### config.mk
export PLATFORM = sky130hd
export DESIGN_NAME = srk_reclocker_ctrl
export DESIGN_NICKNAME = d
export VERILOG_FILES = /design/src/srk_pkg.sv /design/src/srk_reclocker_ctrl.sv
export SDC_FILE = /design/constraint.sdc
export NUM_CORES = 1
export LEC_CHECK = 0
export BUFFER_PORTS_ARGS = -buffer_cell sky130_fd_sc_hd__buf_4
export CORE_MARGIN = 8
export CORE_UTILIZATION = 45
export CTS_CLUSTER_SIZE = 8
export DETAILED_ROUTE_END_ITERATION = 10
export MAX_ROUTING_LAYER = met4
export PLACE_DENSITY_LB_ADDON = 0.2
export SYNTH_ARGS = -nofsm -noshare
export SYNTH_HDL_FRONTEND = slang
export SYNTH_SLANG_ARGS = --single-unit
### constraint.sdc
create_clock -name sys_clk_in -period 2.7 [get_ports sys_clk_in]
set_input_delay 0.675 -clock sys_clk_in [delete_from_list [all_inputs] [get_ports sys_clk_in]]
set_output_delay 0.675 -clock sys_clk_in [all_outputs]
set_load 0.1 [all_outputs]
### src/srk_pkg.sv
package srk_pkg;
	// Register byte offsets
	localparam logic [11:0] CTRL_OFS = 12'h000;
	localparam logic [11:0] STAT_OFS = 12'h004;
	// Control register fields
	localparam int CTRL_SPEED_LSB = 0;
	localparam int CTRL_PICK_LSB = 2;
	localparam int CTRL_SILENCE_BIT = 4;
	localparam int CTRL_SKIP_BIT = 5;
	localparam int CTRL_CLKSEL_BIT = 6;
	localparam int CTRL_FOLLOW_BIT = 7;
	localparam int CTRL_WIDTH = 8;
	// Pull-up on silence_n, pull-downs everywhere else
	localparam logic [7:0] CTRL_RST = 8'h10;
	// Status register fields
	localparam int STAT_LOCK_BIT = 0;
	localparam int STAT_DEF_BIT = 1;
	localparam int STAT_BYPASS_BIT = 2;
	localparam int STAT_MUTE_BIT = 3;
	localparam int STAT_RATE_LSB = 4;
	localparam int STAT_ACT_BIT = 7;
	// Timing
	localparam int SYS_PERIOD_NS = 5;
	localparam int DEF_DELAY_NS = 37;
	localparam int DEF_CYCLES = (DEF_DELAY_NS + SYS_PERIOD_NS - 1) / SYS_PERIOD_NS;
	localparam int LOSS_TIME_NS = 1000000;
	localparam int LOSS_CYCLES = LOSS_TIME_NS / SYS_PERIOD_NS;

	typedef enum logic [1:0] {
		SPD_AUTO = 2'b00,
		SPD_270 = 2'b01,
		SPD_HD = 2'b10,
		SPD_TEST = 2'b11
	} srk_speed_t;

	typedef enum logic [2:0] {
		RATE_143 = 3'b000,
		RATE_270 = 3'b001,
		RATE_1483 = 3'b010,
		RATE_1485 = 3'b011,
		RATE_177 = 3'b100,
		RATE_360 = 3'b101,
		RATE_540 = 3'b110,
		RATE_NONE = 3'b111
	} srk_rate_t;

	typedef enum logic {
		LK_SEARCH = 1'b0,
		LK_LOCKED = 1'b1
	} srk_lock_st_t;

	// Rate accepted under the chosen speed mode
	function automatic logic rate_supported(input srk_speed_t spd, input srk_rate_t rate);
		case (spd)
			SPD_AUTO: rate_supported = (rate == RATE_143) || (rate == RATE_270) ||
				(rate == RATE_1483) || (rate == RATE_1485);
			SPD_270: rate_supported = (rate == RATE_270);
			SPD_HD: rate_supported = (rate == RATE_1483) || (rate == RATE_1485);
			default: rate_supported = 1'b0;
		endcase
	endfunction : rate_supported

	// Standard definition rates
	function automatic logic rate_is_sd(input srk_rate_t rate);
		rate_is_sd = (rate == RATE_143) || (rate == RATE_270);
	endfunction : rate_is_sd
endpackage : srk_pkg

### src/srk_reclocker_ctrl.sv
// Implementation choices: the register offsets and register access over APB.
`timescale 1ns/1ps
// How it works
// RL1: Speed code 00 auto-detects, 01 fixes 270 Mbps, 10 fixes 1483/1485 Mbps.
// RL2: 143 Mbps is accepted only under automatic rate detection.
// RL3: Speed selector resets to 00, so automatic detection is the default.
// RL4: Fixed 270 mode takes DVB-ASI and never locks on a harmonic.
// RL5: Input pick code 00..11 routes serial_in_0..serial_in_3 to the datapath.
// RL6: lock_indicator is high only with data present and the loop locked.
// RL7: silence_n low mutes the primary and second outputs.
// RL8: Muting wins over reclock_skip.
// RL9: silence_n resets high, so outputs are enabled by default.
// RL10: reclock_skip high passes data through without retiming.
// RL11: With skip low, bypass when unlocked or rate unsupported, else reclock.
// RL12: reclock_skip resets low, so automatic bypass is the default.
// RL13: silence_n following lock, locked and skip high: active and unretimed.
// RL14: definition_class high for 270/143 Mbps, low for 1483/1485 Mbps.
// RL15: definition_class is registered and forced low while unlocked.
// RL16: definition_class is valid eight reference periods after a lock edge.
// RL17: lock_indicator drops within 1 ms after the input signal stops.
// RL18: clock_out_choose high puts the recovered clock on second_output.
// RL19: clock_out_choose resets low, so second_output carries data by default.
// RL20: The system supplies the timing reference clock.
// RL21: Unmuted, skip low: bypass while unlocked, reclock while locked.
// RL22: second_output as clock is muted whenever bypass is active.
// RL23: 177, 360 and 540 Mbps are refused and bypassed.
// RL24: Muted outputs hold true and complement legs at opposite levels.
// RL25: Speed code 11 is a test mode: no lock, data passes unretimed.
// RL26: Pin inputs are synchronised; lock and rate come from a recovery model.
module srk_reclocker_ctrl #(
	parameter int LOSS_CYCLES = srk_pkg::LOSS_CYCLES
) (
	input wire logic sys_clk_in,
	input wire logic rst_n_in,
	input wire logic psel_in,
	input wire logic penable_in,
	input wire logic pwrite_in,
	input wire logic [11:0] paddr_in,
	input wire logic [31:0] pwdata_in,
	output logic [31:0] prdata_out,
	output logic pready_out,
	output logic pslverr_out,
	input wire logic serial_in_0_in,
	input wire logic serial_in_1_in,
	input wire logic serial_in_2_in,
	input wire logic serial_in_3_in,
	input wire logic recov_clk_in,
	input wire logic cdr_locked_in,
	input wire logic [2:0] cdr_rate_in,
	output logic lock_indicator_out,
	output logic definition_class_out,
	output logic primary_output_p_out,
	output logic primary_output_n_out,
	output logic second_output_p_out,
	output logic second_output_n_out
);
	localparam int AW = $clog2(LOSS_CYCLES + 1);
	localparam int DW = $clog2(srk_pkg::DEF_CYCLES + 1);
	localparam logic [AW-1:0] LOSS_CNT = AW'(LOSS_CYCLES);
	localparam logic [DW-1:0] DEF_CNT = DW'(srk_pkg::DEF_CYCLES);

	logic [7:0] ctrl_q;
	logic [31:0] prdata_q;
	logic [3:0] ser_s1_q, ser_s2_q;
	logic rclk_s1_q, rclk_s2_q, rclk_s3_q;
	logic lock_s1_q, lock_s2_q;
	logic [2:0] rate_s1_q, rate_s2_q;
	srk_pkg::srk_rate_t rate_q, rate_held_q;
	logic raw_q, raw_prev_q, retimed_q;
	logic [3:0] cfg_prev_q;
	logic [AW-1:0] act_cnt_q;
	srk_pkg::srk_lock_st_t lock_st_q, lock_st_d;
	logic lock_q;
	logic [DW-1:0] def_cnt_q;
	logic def_q;
	logic pri_p_q, pri_n_q, sec_p_q, sec_n_q;
	srk_pkg::srk_speed_t speed;
	logic [1:0] pick;
	logic follow, silence_n, skip, clk_choose;
	logic lost, cfg_change, ok, bypass, mute, data_sel, sec_src;
	logic wr_en, rd_setup, addr_ok;

	// Control field decode
	assign speed = srk_pkg::srk_speed_t'(ctrl_q[srk_pkg::CTRL_SPEED_LSB +: 2]);
	assign pick = ctrl_q[srk_pkg::CTRL_PICK_LSB +: 2];
	assign follow = ctrl_q[srk_pkg::CTRL_FOLLOW_BIT];
	// Tying silence to lock is a wire on the board; here it is a control bit
	assign silence_n = follow ? lock_q : ctrl_q[srk_pkg::CTRL_SILENCE_BIT]; // RL13
	assign skip = ctrl_q[srk_pkg::CTRL_SKIP_BIT];
	assign clk_choose = ctrl_q[srk_pkg::CTRL_CLKSEL_BIT];

	// APB decode; zero wait states
	assign addr_ok = (paddr_in == srk_pkg::CTRL_OFS) || (paddr_in == srk_pkg::STAT_OFS);
	assign wr_en = psel_in && penable_in && pwrite_in;
	assign rd_setup = psel_in && !penable_in && !pwrite_in;
	assign pready_out = 1'b1;
	assign pslverr_out = psel_in && penable_in && !addr_ok;
	assign prdata_out = prdata_q;

	// Control register; reset values mimic the pin pulls
	always_ff @(posedge sys_clk_in) begin
		if (!rst_n_in) begin
			ctrl_q <= srk_pkg::CTRL_RST; // RL3 RL9 RL12 RL19
		end else if (wr_en && paddr_in == srk_pkg::CTRL_OFS) begin
			ctrl_q <= pwdata_in[srk_pkg::CTRL_WIDTH-1:0];
		end
	end

	// Read data captured in setup, stable through the access phase
	always_ff @(posedge sys_clk_in) begin
		if (!rst_n_in) begin
			prdata_q <= 32'h0000_0000;
		end else if (rd_setup) begin
			prdata_q <= 32'h0000_0000;
			if (paddr_in == srk_pkg::CTRL_OFS) begin
				prdata_q[srk_pkg::CTRL_WIDTH-1:0] <= ctrl_q;
			end else if (paddr_in == srk_pkg::STAT_OFS) begin
				prdata_q[srk_pkg::STAT_LOCK_BIT] <= lock_q;
				prdata_q[srk_pkg::STAT_DEF_BIT] <= def_q;
				prdata_q[srk_pkg::STAT_BYPASS_BIT] <= bypass;
				prdata_q[srk_pkg::STAT_MUTE_BIT] <= mute;
				prdata_q[srk_pkg::STAT_RATE_LSB +: 3] <= rate_q;
				prdata_q[srk_pkg::STAT_ACT_BIT] <= !lost;
			end
		end
	end

	// Two-flop synchronisers on every pin input
	always_ff @(posedge sys_clk_in) begin
		if (!rst_n_in) begin
			ser_s1_q <= 4'h0;
			ser_s2_q <= 4'h0;
			rclk_s1_q <= 1'b0;
			rclk_s2_q <= 1'b0;
			rclk_s3_q <= 1'b0;
			lock_s1_q <= 1'b0;
			lock_s2_q <= 1'b0;
			rate_s1_q <= 3'h7;
			rate_s2_q <= 3'h7;
			rate_q <= srk_pkg::RATE_NONE;
		end else begin
			ser_s1_q <= {serial_in_3_in, serial_in_2_in, serial_in_1_in, serial_in_0_in}; // RL26
			ser_s2_q <= ser_s1_q;
			rclk_s1_q <= recov_clk_in;
			rclk_s2_q <= rclk_s1_q;
			rclk_s3_q <= rclk_s2_q;
			lock_s1_q <= cdr_locked_in;
			lock_s2_q <= lock_s1_q;
			rate_s1_q <= cdr_rate_in;
			rate_s2_q <= rate_s1_q;
			rate_q <= srk_pkg::srk_rate_t'(rate_s2_q);
		end
	end

	// Input multiplexer and retiming on recovered clock rising edges
	always_ff @(posedge sys_clk_in) begin
		if (!rst_n_in) begin
			raw_q <= 1'b0;
			raw_prev_q <= 1'b0;
			retimed_q <= 1'b0;
		end else begin
			raw_q <= ser_s2_q[pick]; // RL5
			raw_prev_q <= raw_q;
			if (rclk_s2_q && !rclk_s3_q) begin
				retimed_q <= raw_q;
			end
		end
	end

	// Activity watchdog: no transition for the loss time means no signal
	assign lost = (act_cnt_q == LOSS_CNT);
	always_ff @(posedge sys_clk_in) begin
		if (!rst_n_in) begin
			act_cnt_q <= LOSS_CNT;
		end else if (raw_q != raw_prev_q) begin
			act_cnt_q <= '0;
		end else if (!lost) begin
			act_cnt_q <= act_cnt_q + AW'(1); // RL17
		end
	end

	// Remember the selection to notice a change of input or speed
	assign cfg_change = (cfg_prev_q != {speed, pick});
	always_ff @(posedge sys_clk_in) begin
		if (!rst_n_in) begin
			cfg_prev_q <= 4'h0;
		end else begin
			cfg_prev_q <= {speed, pick};
		end
	end

	// Lock qualification: harmonics and odd rates never qualify
	assign ok = lock_s2_q && !lost && srk_pkg::rate_supported(speed, rate_q); // RL1 RL2 RL4 RL23 RL25

	always_comb begin
		lock_st_d = lock_st_q;
		case (lock_st_q)
			srk_pkg::LK_SEARCH: begin
				if (ok && !cfg_change) begin
					lock_st_d = srk_pkg::LK_LOCKED; // RL6
				end
			end
			srk_pkg::LK_LOCKED: begin
				if (!ok || cfg_change || rate_q != rate_held_q) begin
					lock_st_d = srk_pkg::LK_SEARCH; // RL6 RL17
				end
			end
			default: lock_st_d = srk_pkg::LK_SEARCH;
		endcase
	end

	always_ff @(posedge sys_clk_in) begin
		if (!rst_n_in) begin
			lock_st_q <= srk_pkg::LK_SEARCH;
			rate_held_q <= srk_pkg::RATE_NONE;
		end else begin
			lock_st_q <= lock_st_d;
			if (lock_st_q == srk_pkg::LK_SEARCH) begin
				rate_held_q <= rate_q;
			end
		end
	end
	assign lock_q = (lock_st_q == srk_pkg::LK_LOCKED);
	assign lock_indicator_out = lock_q;

	// Definition class: settle delay after every lock edge, low when unlocked
	always_ff @(posedge sys_clk_in) begin
		if (!rst_n_in) begin
			def_cnt_q <= '0;
		end else if (lock_st_d != lock_st_q) begin
			def_cnt_q <= DEF_CNT; // RL16
		end else if (def_cnt_q != '0) begin
			def_cnt_q <= def_cnt_q - DW'(1);
		end
	end

	always_ff @(posedge sys_clk_in) begin
		if (!rst_n_in) begin
			def_q <= 1'b0;
		end else if (!lock_q) begin
			def_q <= 1'b0; // RL15
		end else if (def_cnt_q == DW'(1)) begin
			def_q <= srk_pkg::rate_is_sd(rate_held_q); // RL14 RL16
		end
	end
	assign definition_class_out = def_q;

	// Bypass and mute decisions; mute is checked first so it always wins
	assign bypass = skip || !lock_q || (speed == srk_pkg::SPD_TEST); // RL10 RL11 RL21 RL25
	assign mute = !silence_n; // RL7 RL8
	assign data_sel = bypass ? raw_q : retimed_q; // RL10 RL13
	assign sec_src = clk_choose ? rclk_s2_q : data_sel; // RL18

	// Registered differential outputs; muted legs sit at 0/1
	always_ff @(posedge sys_clk_in) begin
		if (!rst_n_in) begin
			pri_p_q <= 1'b0;
			pri_n_q <= 1'b1;
			sec_p_q <= 1'b0;
			sec_n_q <= 1'b1;
		end else begin
			if (mute) begin
				pri_p_q <= 1'b0; // RL7 RL8 RL24
				pri_n_q <= 1'b1;
			end else begin
				pri_p_q <= data_sel;
				pri_n_q <= !data_sel;
			end
			// A clock with no lock behind it is not worth sending
			if (mute || (clk_choose && bypass)) begin
				sec_p_q <= 1'b0; // RL22 RL24
				sec_n_q <= 1'b1;
			end else begin
				sec_p_q <= sec_src;
				sec_n_q <= !sec_src;
			end
		end
	end
	assign primary_output_p_out = pri_p_q;
	assign primary_output_n_out = pri_n_q;
	assign second_output_p_out = sec_p_q;
	assign second_output_n_out = sec_n_q;

	// Checks next to the logic they guard
	property p_pick_route;
		@(posedge sys_clk_in) disable iff (!rst_n_in)
		$stable(pick) |=> raw_q == $past(ser_s2_q[pick]);
	endproperty
	a_pick_route: assert property (p_pick_route) else $error("input pick routes wrong input"); // RL5

	property p_mute_static;
		@(posedge sys_clk_in) disable iff (!rst_n_in)
		mute |=> !pri_p_q && pri_n_q && !sec_p_q && sec_n_q;
	endproperty
	a_mute_static: assert property (p_mute_static) else $error("outputs not muted"); // RL7

	property p_mute_over_skip;
		@(posedge sys_clk_in) disable iff (!rst_n_in)
		(mute && skip) [*2] |=> !primary_output_p_out && primary_output_n_out;
	endproperty
	a_mute_over_skip: assert property (p_mute_over_skip) else $error("skip overrode mute"); // RL8

	property p_skip_pass;
		@(posedge sys_clk_in) disable iff (!rst_n_in)
		(skip && !mute) |=> pri_p_q == $past(raw_q) && pri_n_q != pri_p_q;
	endproperty
	a_skip_pass: assert property (p_skip_pass) else $error("skip did not pass raw data"); // RL10

	property p_auto_bypass;
		@(posedge sys_clk_in) disable iff (!rst_n_in)
		(!skip && !mute && lock_q && speed != srk_pkg::SPD_TEST) |=> pri_p_q == $past(retimed_q);
	endproperty
	a_auto_bypass: assert property (p_auto_bypass) else $error("locked data not retimed"); // RL11

	property p_def_low_unlocked;
		@(posedge sys_clk_in) disable iff (!rst_n_in)
		!lock_q |=> !def_q;
	endproperty
	a_def_low_unlocked: assert property (p_def_low_unlocked) else $error("class high while unlocked"); // RL15

	property p_def_settle;
		@(posedge sys_clk_in) disable iff (!rst_n_in)
		$rose(lock_q) ##1 lock_q [*7] |=> def_q == srk_pkg::rate_is_sd(rate_held_q);
	endproperty
	a_def_settle: assert property (p_def_settle) else $error("class not valid after settle"); // RL16

	property p_loss_drop;
		@(posedge sys_clk_in) disable iff (!rst_n_in)
		lost |=> !lock_q;
	endproperty
	a_loss_drop: assert property (p_loss_drop) else $error("lock held without activity"); // RL17

	property p_clk_mute;
		@(posedge sys_clk_in) disable iff (!rst_n_in)
		(clk_choose && bypass) |=> !sec_p_q && sec_n_q;
	endproperty
	a_clk_mute: assert property (p_clk_mute) else $error("clock output live in bypass"); // RL22

	property p_bad_rate;
		@(posedge sys_clk_in) disable iff (!rst_n_in)
		!srk_pkg::rate_supported(speed, rate_q) |=> !lock_q;
	endproperty
	a_bad_rate: assert property (p_bad_rate) else $error("locked to unsupported rate"); // RL23

	property p_test_mode;
		@(posedge sys_clk_in) disable iff (!rst_n_in)
		speed == srk_pkg::SPD_TEST |=> !lock_q ##1 !lock_q;
	endproperty
	a_test_mode: assert property (p_test_mode) else $error("test mode locked"); // RL25

	property p_legs_opposite;
		@(posedge sys_clk_in) disable iff (!rst_n_in)
		pri_p_q != pri_n_q && sec_p_q != sec_n_q;
	endproperty
	a_legs_opposite: assert property (p_legs_opposite) else $error("output legs not opposite"); // RL24

	c_lock_sd: cover property (@(posedge sys_clk_in) disable iff (!rst_n_in) lock_q && def_q);
	c_lock_hd: cover property (@(posedge sys_clk_in) disable iff (!rst_n_in) lock_q && !def_q && !bypass);
	c_clk_out: cover property (@(posedge sys_clk_in) disable iff (!rst_n_in) clk_choose && lock_q && !mute);
	c_lost: cover property (@(posedge sys_clk_in) disable iff (!rst_n_in) $fell(lock_q) && lost);
endmodule : srk_reclocker_ctrl

# Yosys cells after proc, flatten, opt, wreduce, memory -nomap -nowiden
# Cells that the tools add are included.
# op_classes
add_sub_neg,2
mul,0
div_mod_pow,0
magnitude_cmp,1
n_eq_ne,15
shift,0
mux,15
bitwise_logic,2
reduce_logical,44
# op_table
cell,n
two-way mux 18 bit,2
adder 18 x 1 -> 18 bit (second input constant),1
== test 18 bit (second input constant),1
two-way mux 8 bit,2
== test 12 x 3 -> 1 bit (second input constant),1
logical NOT 12 bit,1
logical AND 1 bit,11
logical NOT 1 bit,11
logical OR 1 bit,11
two-way mux 4 bit,2
== test 3 x 1 -> 1 bit (second input constant),2
== test 3 x 2 -> 1 bit (second input constant),2
logical NOT 3 bit,2
two-way mux 1 bit,6
OR reduction 2 bit,3
== test 2 bit (second input constant),2
== test 4 x 1 -> 1 bit (second input constant),1
inequality test 4 bit,1
AND reduction 2 bit,2
nonzero test 4 bit,1
subtractor 4 x 1 -> 4 bit (second input constant),1
less-than comparator 2 x 3 -> 1 bit (second input constant),1
inequality test 3 bit,1
case mux 1 bit (3 select lines),1
other kinds (8),10
# totals
register_bits,76
latch_bits,0
ram_bits,0
romBits,0
inputBits,58
output_inout_bits,40
elab_cells,106
memories,0

# Depth between registers and ports, before layout
# depth
depth_word,13
ltp_mapped,7
mapped_depth_nobuf,7

# Worst setup path before layout
# OpenSTA, ideal clock, no wires.
# synth_timing
path_kind,input-to-output
start,input port paddr_in[10]
end,output port pslverr_out
t_arrival_ps,2388
t_required_ps,2025
path_slack_ps,-363
stages,2
path_cell_list,nor3_1 -> a31oi_1
# synth_via
elab_chain_len,4
elab_cells_between_ends,5
classes_between,eq/ne: 1; reduce/logical: 4
# synth_lines
item,line_no,source
from (decl),srk_reclocker_ctrl.sv:38,"input wire logic [11:0] paddr_in,"
== test 12 x 3 -> 1 bit or logical NOT 12 bit (tied branches),srk_reclocker_ctrl.sv:93,assign addr_ok = (paddr_in == srk_pkg::CTRL_OFS) || (paddr_in == srk_pkg::STAT_OFS);
logical OR 1 bit (*),srk_reclocker_ctrl.sv:93,
logical NOT 1 bit (*),srk_reclocker_ctrl.sv:97,assign pslverr_out = psel_in && penable_in && !addr_ok;
logical AND 1 bit (*),srk_reclocker_ctrl.sv:97,
to (decl),srk_reclocker_ctrl.sv:42,"output logic pslverr_out,"
# Mark *: on every way between the ends. The rest lies on a longest branch, timed or not.

# Worst setup path in the final report
# layout_timing
start,input port paddr_in[9]
end,output port pslverr_out
# Same word-level chain as after synthesis.

==> impl_metrics.tcl <==
set metrics [dict create \
    finalWeightedCongestion 0.792 \
    clock_tree.htree_level_count 3 \
    grt_first_pass_wirelength_um 11200 \
    detailedRoute.firstPassIterationCount 4 \
    sequentialPowerShare_pct 48.6 \
    finalSetupViolCount 0 \
    m1WireLength_um 2940 \
    worstSkewPairLatency_ns 0.34 \
    hold_path.class "reg2reg" \
    layout-drive-gt1-share_pct 18.6 \
    synth_edf_count 0 \
    syn_avg_cell_area_um2 9.38 \
    final_antenna_net_count 0 \
    ys_warn_count 0 \
    design.core.area_um2 7210 \
    max-vdd-ir-drop_v 0.000338 \
    numCtsBuffers 9 \
    n_antenna_cell 0 \
    top_level_ports 98 \
    post_synth_main_area_contributors "sky130_fd_sc_hd__dfxtp_1 46%, sky130_fd_sc_hd__mux2i_1 6.3%, sky130_fd_sc_hd__buf_4 5.6%" \
    cts-root-buf "sky130_fd_sc_hd__clkbuf_8" \
    skew_ns 0.00947 \
    dieArea_um2 10400 \
    routed_wl_per_cell_um 13.2 \
    route.met2.wl_um 3330 \
    seq_area_frac_synth_pct 45.8 \
    place_worst_setup_slack_ns 0.294 \
    critPathCaptureType "output port" \
    yosys.area.top_type_share_pct 45.8 \
    syn2layout_area_growth_pct 15.1 \
    tightest_slew_ns 0.694 \
    leading_cell_types_by_count_after_synthesis "76 x sky130_fd_sc_hd__dfxtp_1, 36 x sky130_fd_sc_hd__nor2_1, 26 x sky130_fd_sc_hd__nand2_1" \
    timing.final.ws_setup_ns 0.507 \
    finish.net_count 464 \
    grt_start_max_net_pins 44 \
    share_of_total_power_in_combinational_logic_pct 22.6 \
    max-cap-violations 0 \
    ys_dominant_reg_cell "sky130_fd_sc_hd__dfxtp_1" \
    die-width_um 102 \
    synthesis.instances 354 \
    total_power_w 0.00252 \
    timing.hold.worst_endpoint "rate_s2_q[1]" \
    via_count 2448 \
    dr.max_layer_used "met4" \
    dr_wl_met3_um 237 \
    final_critical_path_time_including_i_o_delays_and_setup_ns 2.19 \
    finalHoldViolCount 0 \
    grt_pass1_vias 2408 \
    dp_hpwl_um 4990 \
    outcome "finished, final reports clean" \
    post_synth_instance_area_um2 3320 \
    cts_repair_resize_count 0 \
    worstRegToRegCells 5 \
    ctsLongestPathBuffers 2 \
    grt_antenna_before_repair 0 \
    vias_per_cell 4.87 \
    clkSinkCount 76 \
    clkTransAtPathRegs_ns 0.07 \
    power.share.switching_pct 31.9 \
    post_dp_cell_area_um2 3670 \
    dr.first_iter.drc_count 71 \
    most_frequent_cell_after_synthesis "sky130_fd_sc_hd__dfxtp_1" \
    worst-endpoint-required_ns 2.03 \
    power_density_nw_per_um2 658 \
    switchingPower_w 0.000802 \
    power_report.internal_total_w 0.00171 \
    final-max-slew-violation-count 0 \
    setup_total_negative_slack_ns 0 \
    grt_overflow_total 0 \
    count_of_cell_types_in_the_netlist 43 \
    worstPathMaxFanout 2 \
    critPathArrivalTime_ns 1.52 \
    fmax_ghz 0.456 \
    hold_buffer_count_at_cts 0 \
    regToRegSetupSlack_ns 0.83 \
    startpoint_of_the_most_critical_register_to_register_path "act_cnt_q[6]" \
    final.period_utilization_pct 81.2 \
    type_of_origin_of_the_critical_path "primary input" \
    synthDominantAreaCellType "sky130_fd_sc_hd__dfxtp_1" \
    slew_headroom_pct 53.7 \
    finalNonFillerCells 503 \
    postRouteWirelength_um 6630 \
    drc 0 \
    fp-row-count 31 \
    critical_hold_path_startpoint "rate_s1_q[1]" \
    power.static_leakage_nw 1.64 \
    timing.rr.end "def_cnt_q[0]" \
    synth_seq_cells 76 \
    worstHoldPathCells 1 \
    post-place-cells 489 \
    rsz0062_at_grt "false" \
    cts_setup_buffers 0 \
    tritoncts "yes" \
    setup.worst_path.class "in2out" \
    initial_core_util_pct 46.0 \
    die_height_um 102 \
    finish.instance_area_um2 3820 \
    asyncSetResetFlopFracSynth_pct 0 \
    clkPwrFrac_pct 28.8 \
    track_usage_pct 14.1 \
    place.port_buffers 48 \
]
critical path, stage by stage:
cell	delay [ns]
sky130_fd_sc_hd__buf_4	0.11
sky130_fd_sc_hd__nor4_2	0.35
sky130_fd_sc_hd__a31oi_2	0.13
sky130_fd_sc_hd__buf_4	0.25
sequential cells by signal, indices dropped and copies added (netlist names), 3 cells and up:
signal,count
prdata_out,8
ser_s2_q,4
act_cnt_q,18
rate_s2_q,3
ctrl_q,8
cfg_prev_q,4
ser_s1_q,4
rate_held_q,3
rate_s1_q,3
rate_q,3
def_cnt_q,4
through the flow:
stage	util [%]	hold slack (ns)
final	53.0	0.413
after global routing	53.0	0.428
after CTS	53.0	0.415
after detailed placement	50.8	0.398
after global placement	50.8	0.392
after floorplan	-	0.386
cell type report:
class	count	area, µm²
clock inverters	2	12.5
multi-input cells	254	1610
fillers	689	3390
repair buffers	50	375
clock buffers	12	145
flip-flops and latches	76	1520
inverters	10	37.5
well taps	99	124
power groups by stage:
| stage | clock network [W] | registers, W | logic (W) |
|---|---|---|---|
| global placement | 0 | 0.00125 | 0.000554 |
| floorplan | 0 | 0.00124 | 0.000485 |
| finish | 0.000725 | 0.00122 | 0.000570 |
| detailed placement | 0 | 0.00125 | 0.000573 |
| global route | 0.000796 | 0.00123 | 0.000638 |
| CTS | 0.000751 | 0.00122 | 0.000576 |
cell families (layout without fill, tap and decap cells):
family	after synthesis	after routing	synth area share (%)
and+or+nand+nor	148	148	23.7
DFF	76	76	45.8
buffers and inverters	47	74	8.59
AOI/OAI and AO/OA	28	28	5.57
muxes	27	27	8.70
xor gates and xnor gates	21	21	5.54
adders and majority gates	5	5	1.88
other	2	25	0.226
cell usage in the layout, fill, tap and decap left out, types with 6 or more instances in the layout:
cell                        n
sky130_fd_sc_hd__nand2_1   26
sky130_fd_sc_hd__conb_1    25
sky130_fd_sc_hd__xnor2_1   13
sky130_fd_sc_hd__clkbuf_8  10
sky130_fd_sc_hd__mux2i_1   21
sky130_fd_sc_hd__a21oi_1    9
sky130_fd_sc_hd__buf_4     50
sky130_fd_sc_hd__nand3_1   10
sky130_fd_sc_hd__and2_1    19
sky130_fd_sc_hd__nand2b_1  11
sky130_fd_sc_hd__inv_1     10
sky130_fd_sc_hd__nor2_1    36
sky130_fd_sc_hd__dfxtp_1   76
sky130_fd_sc_hd__nand4_1    6
sky130_fd_sc_hd__o21ai_0    6
sky130_fd_sc_hd__nor3_1     9
sky130_fd_sc_hd__xor2_1     8
metal layers:
layer	global-route usage (%)	up-vias
li1	-	1233
met5	-	-
met2	23.9	39
met1	15.5	1166
met4	6.77	0
met3	2.79	10
worst max path at each step:
stage               slack, ns  depth (start not counted)         start     endpoint
floorplan                0.31                          2  paddr_in[10]  pslverr_out
global placement         0.33                          7   paddr_in[9]    ctrl_q[4]
detailed placement       0.29                          7   paddr_in[9]    ctrl_q[1]
CTS                      0.49                          4   paddr_in[9]  pslverr_out
global route             0.43                          4   paddr_in[9]  pslverr_out
finish                   0.51                          4   paddr_in[9]  pslverr_out
No activity file was read; power rests on OpenSTA's default activity.
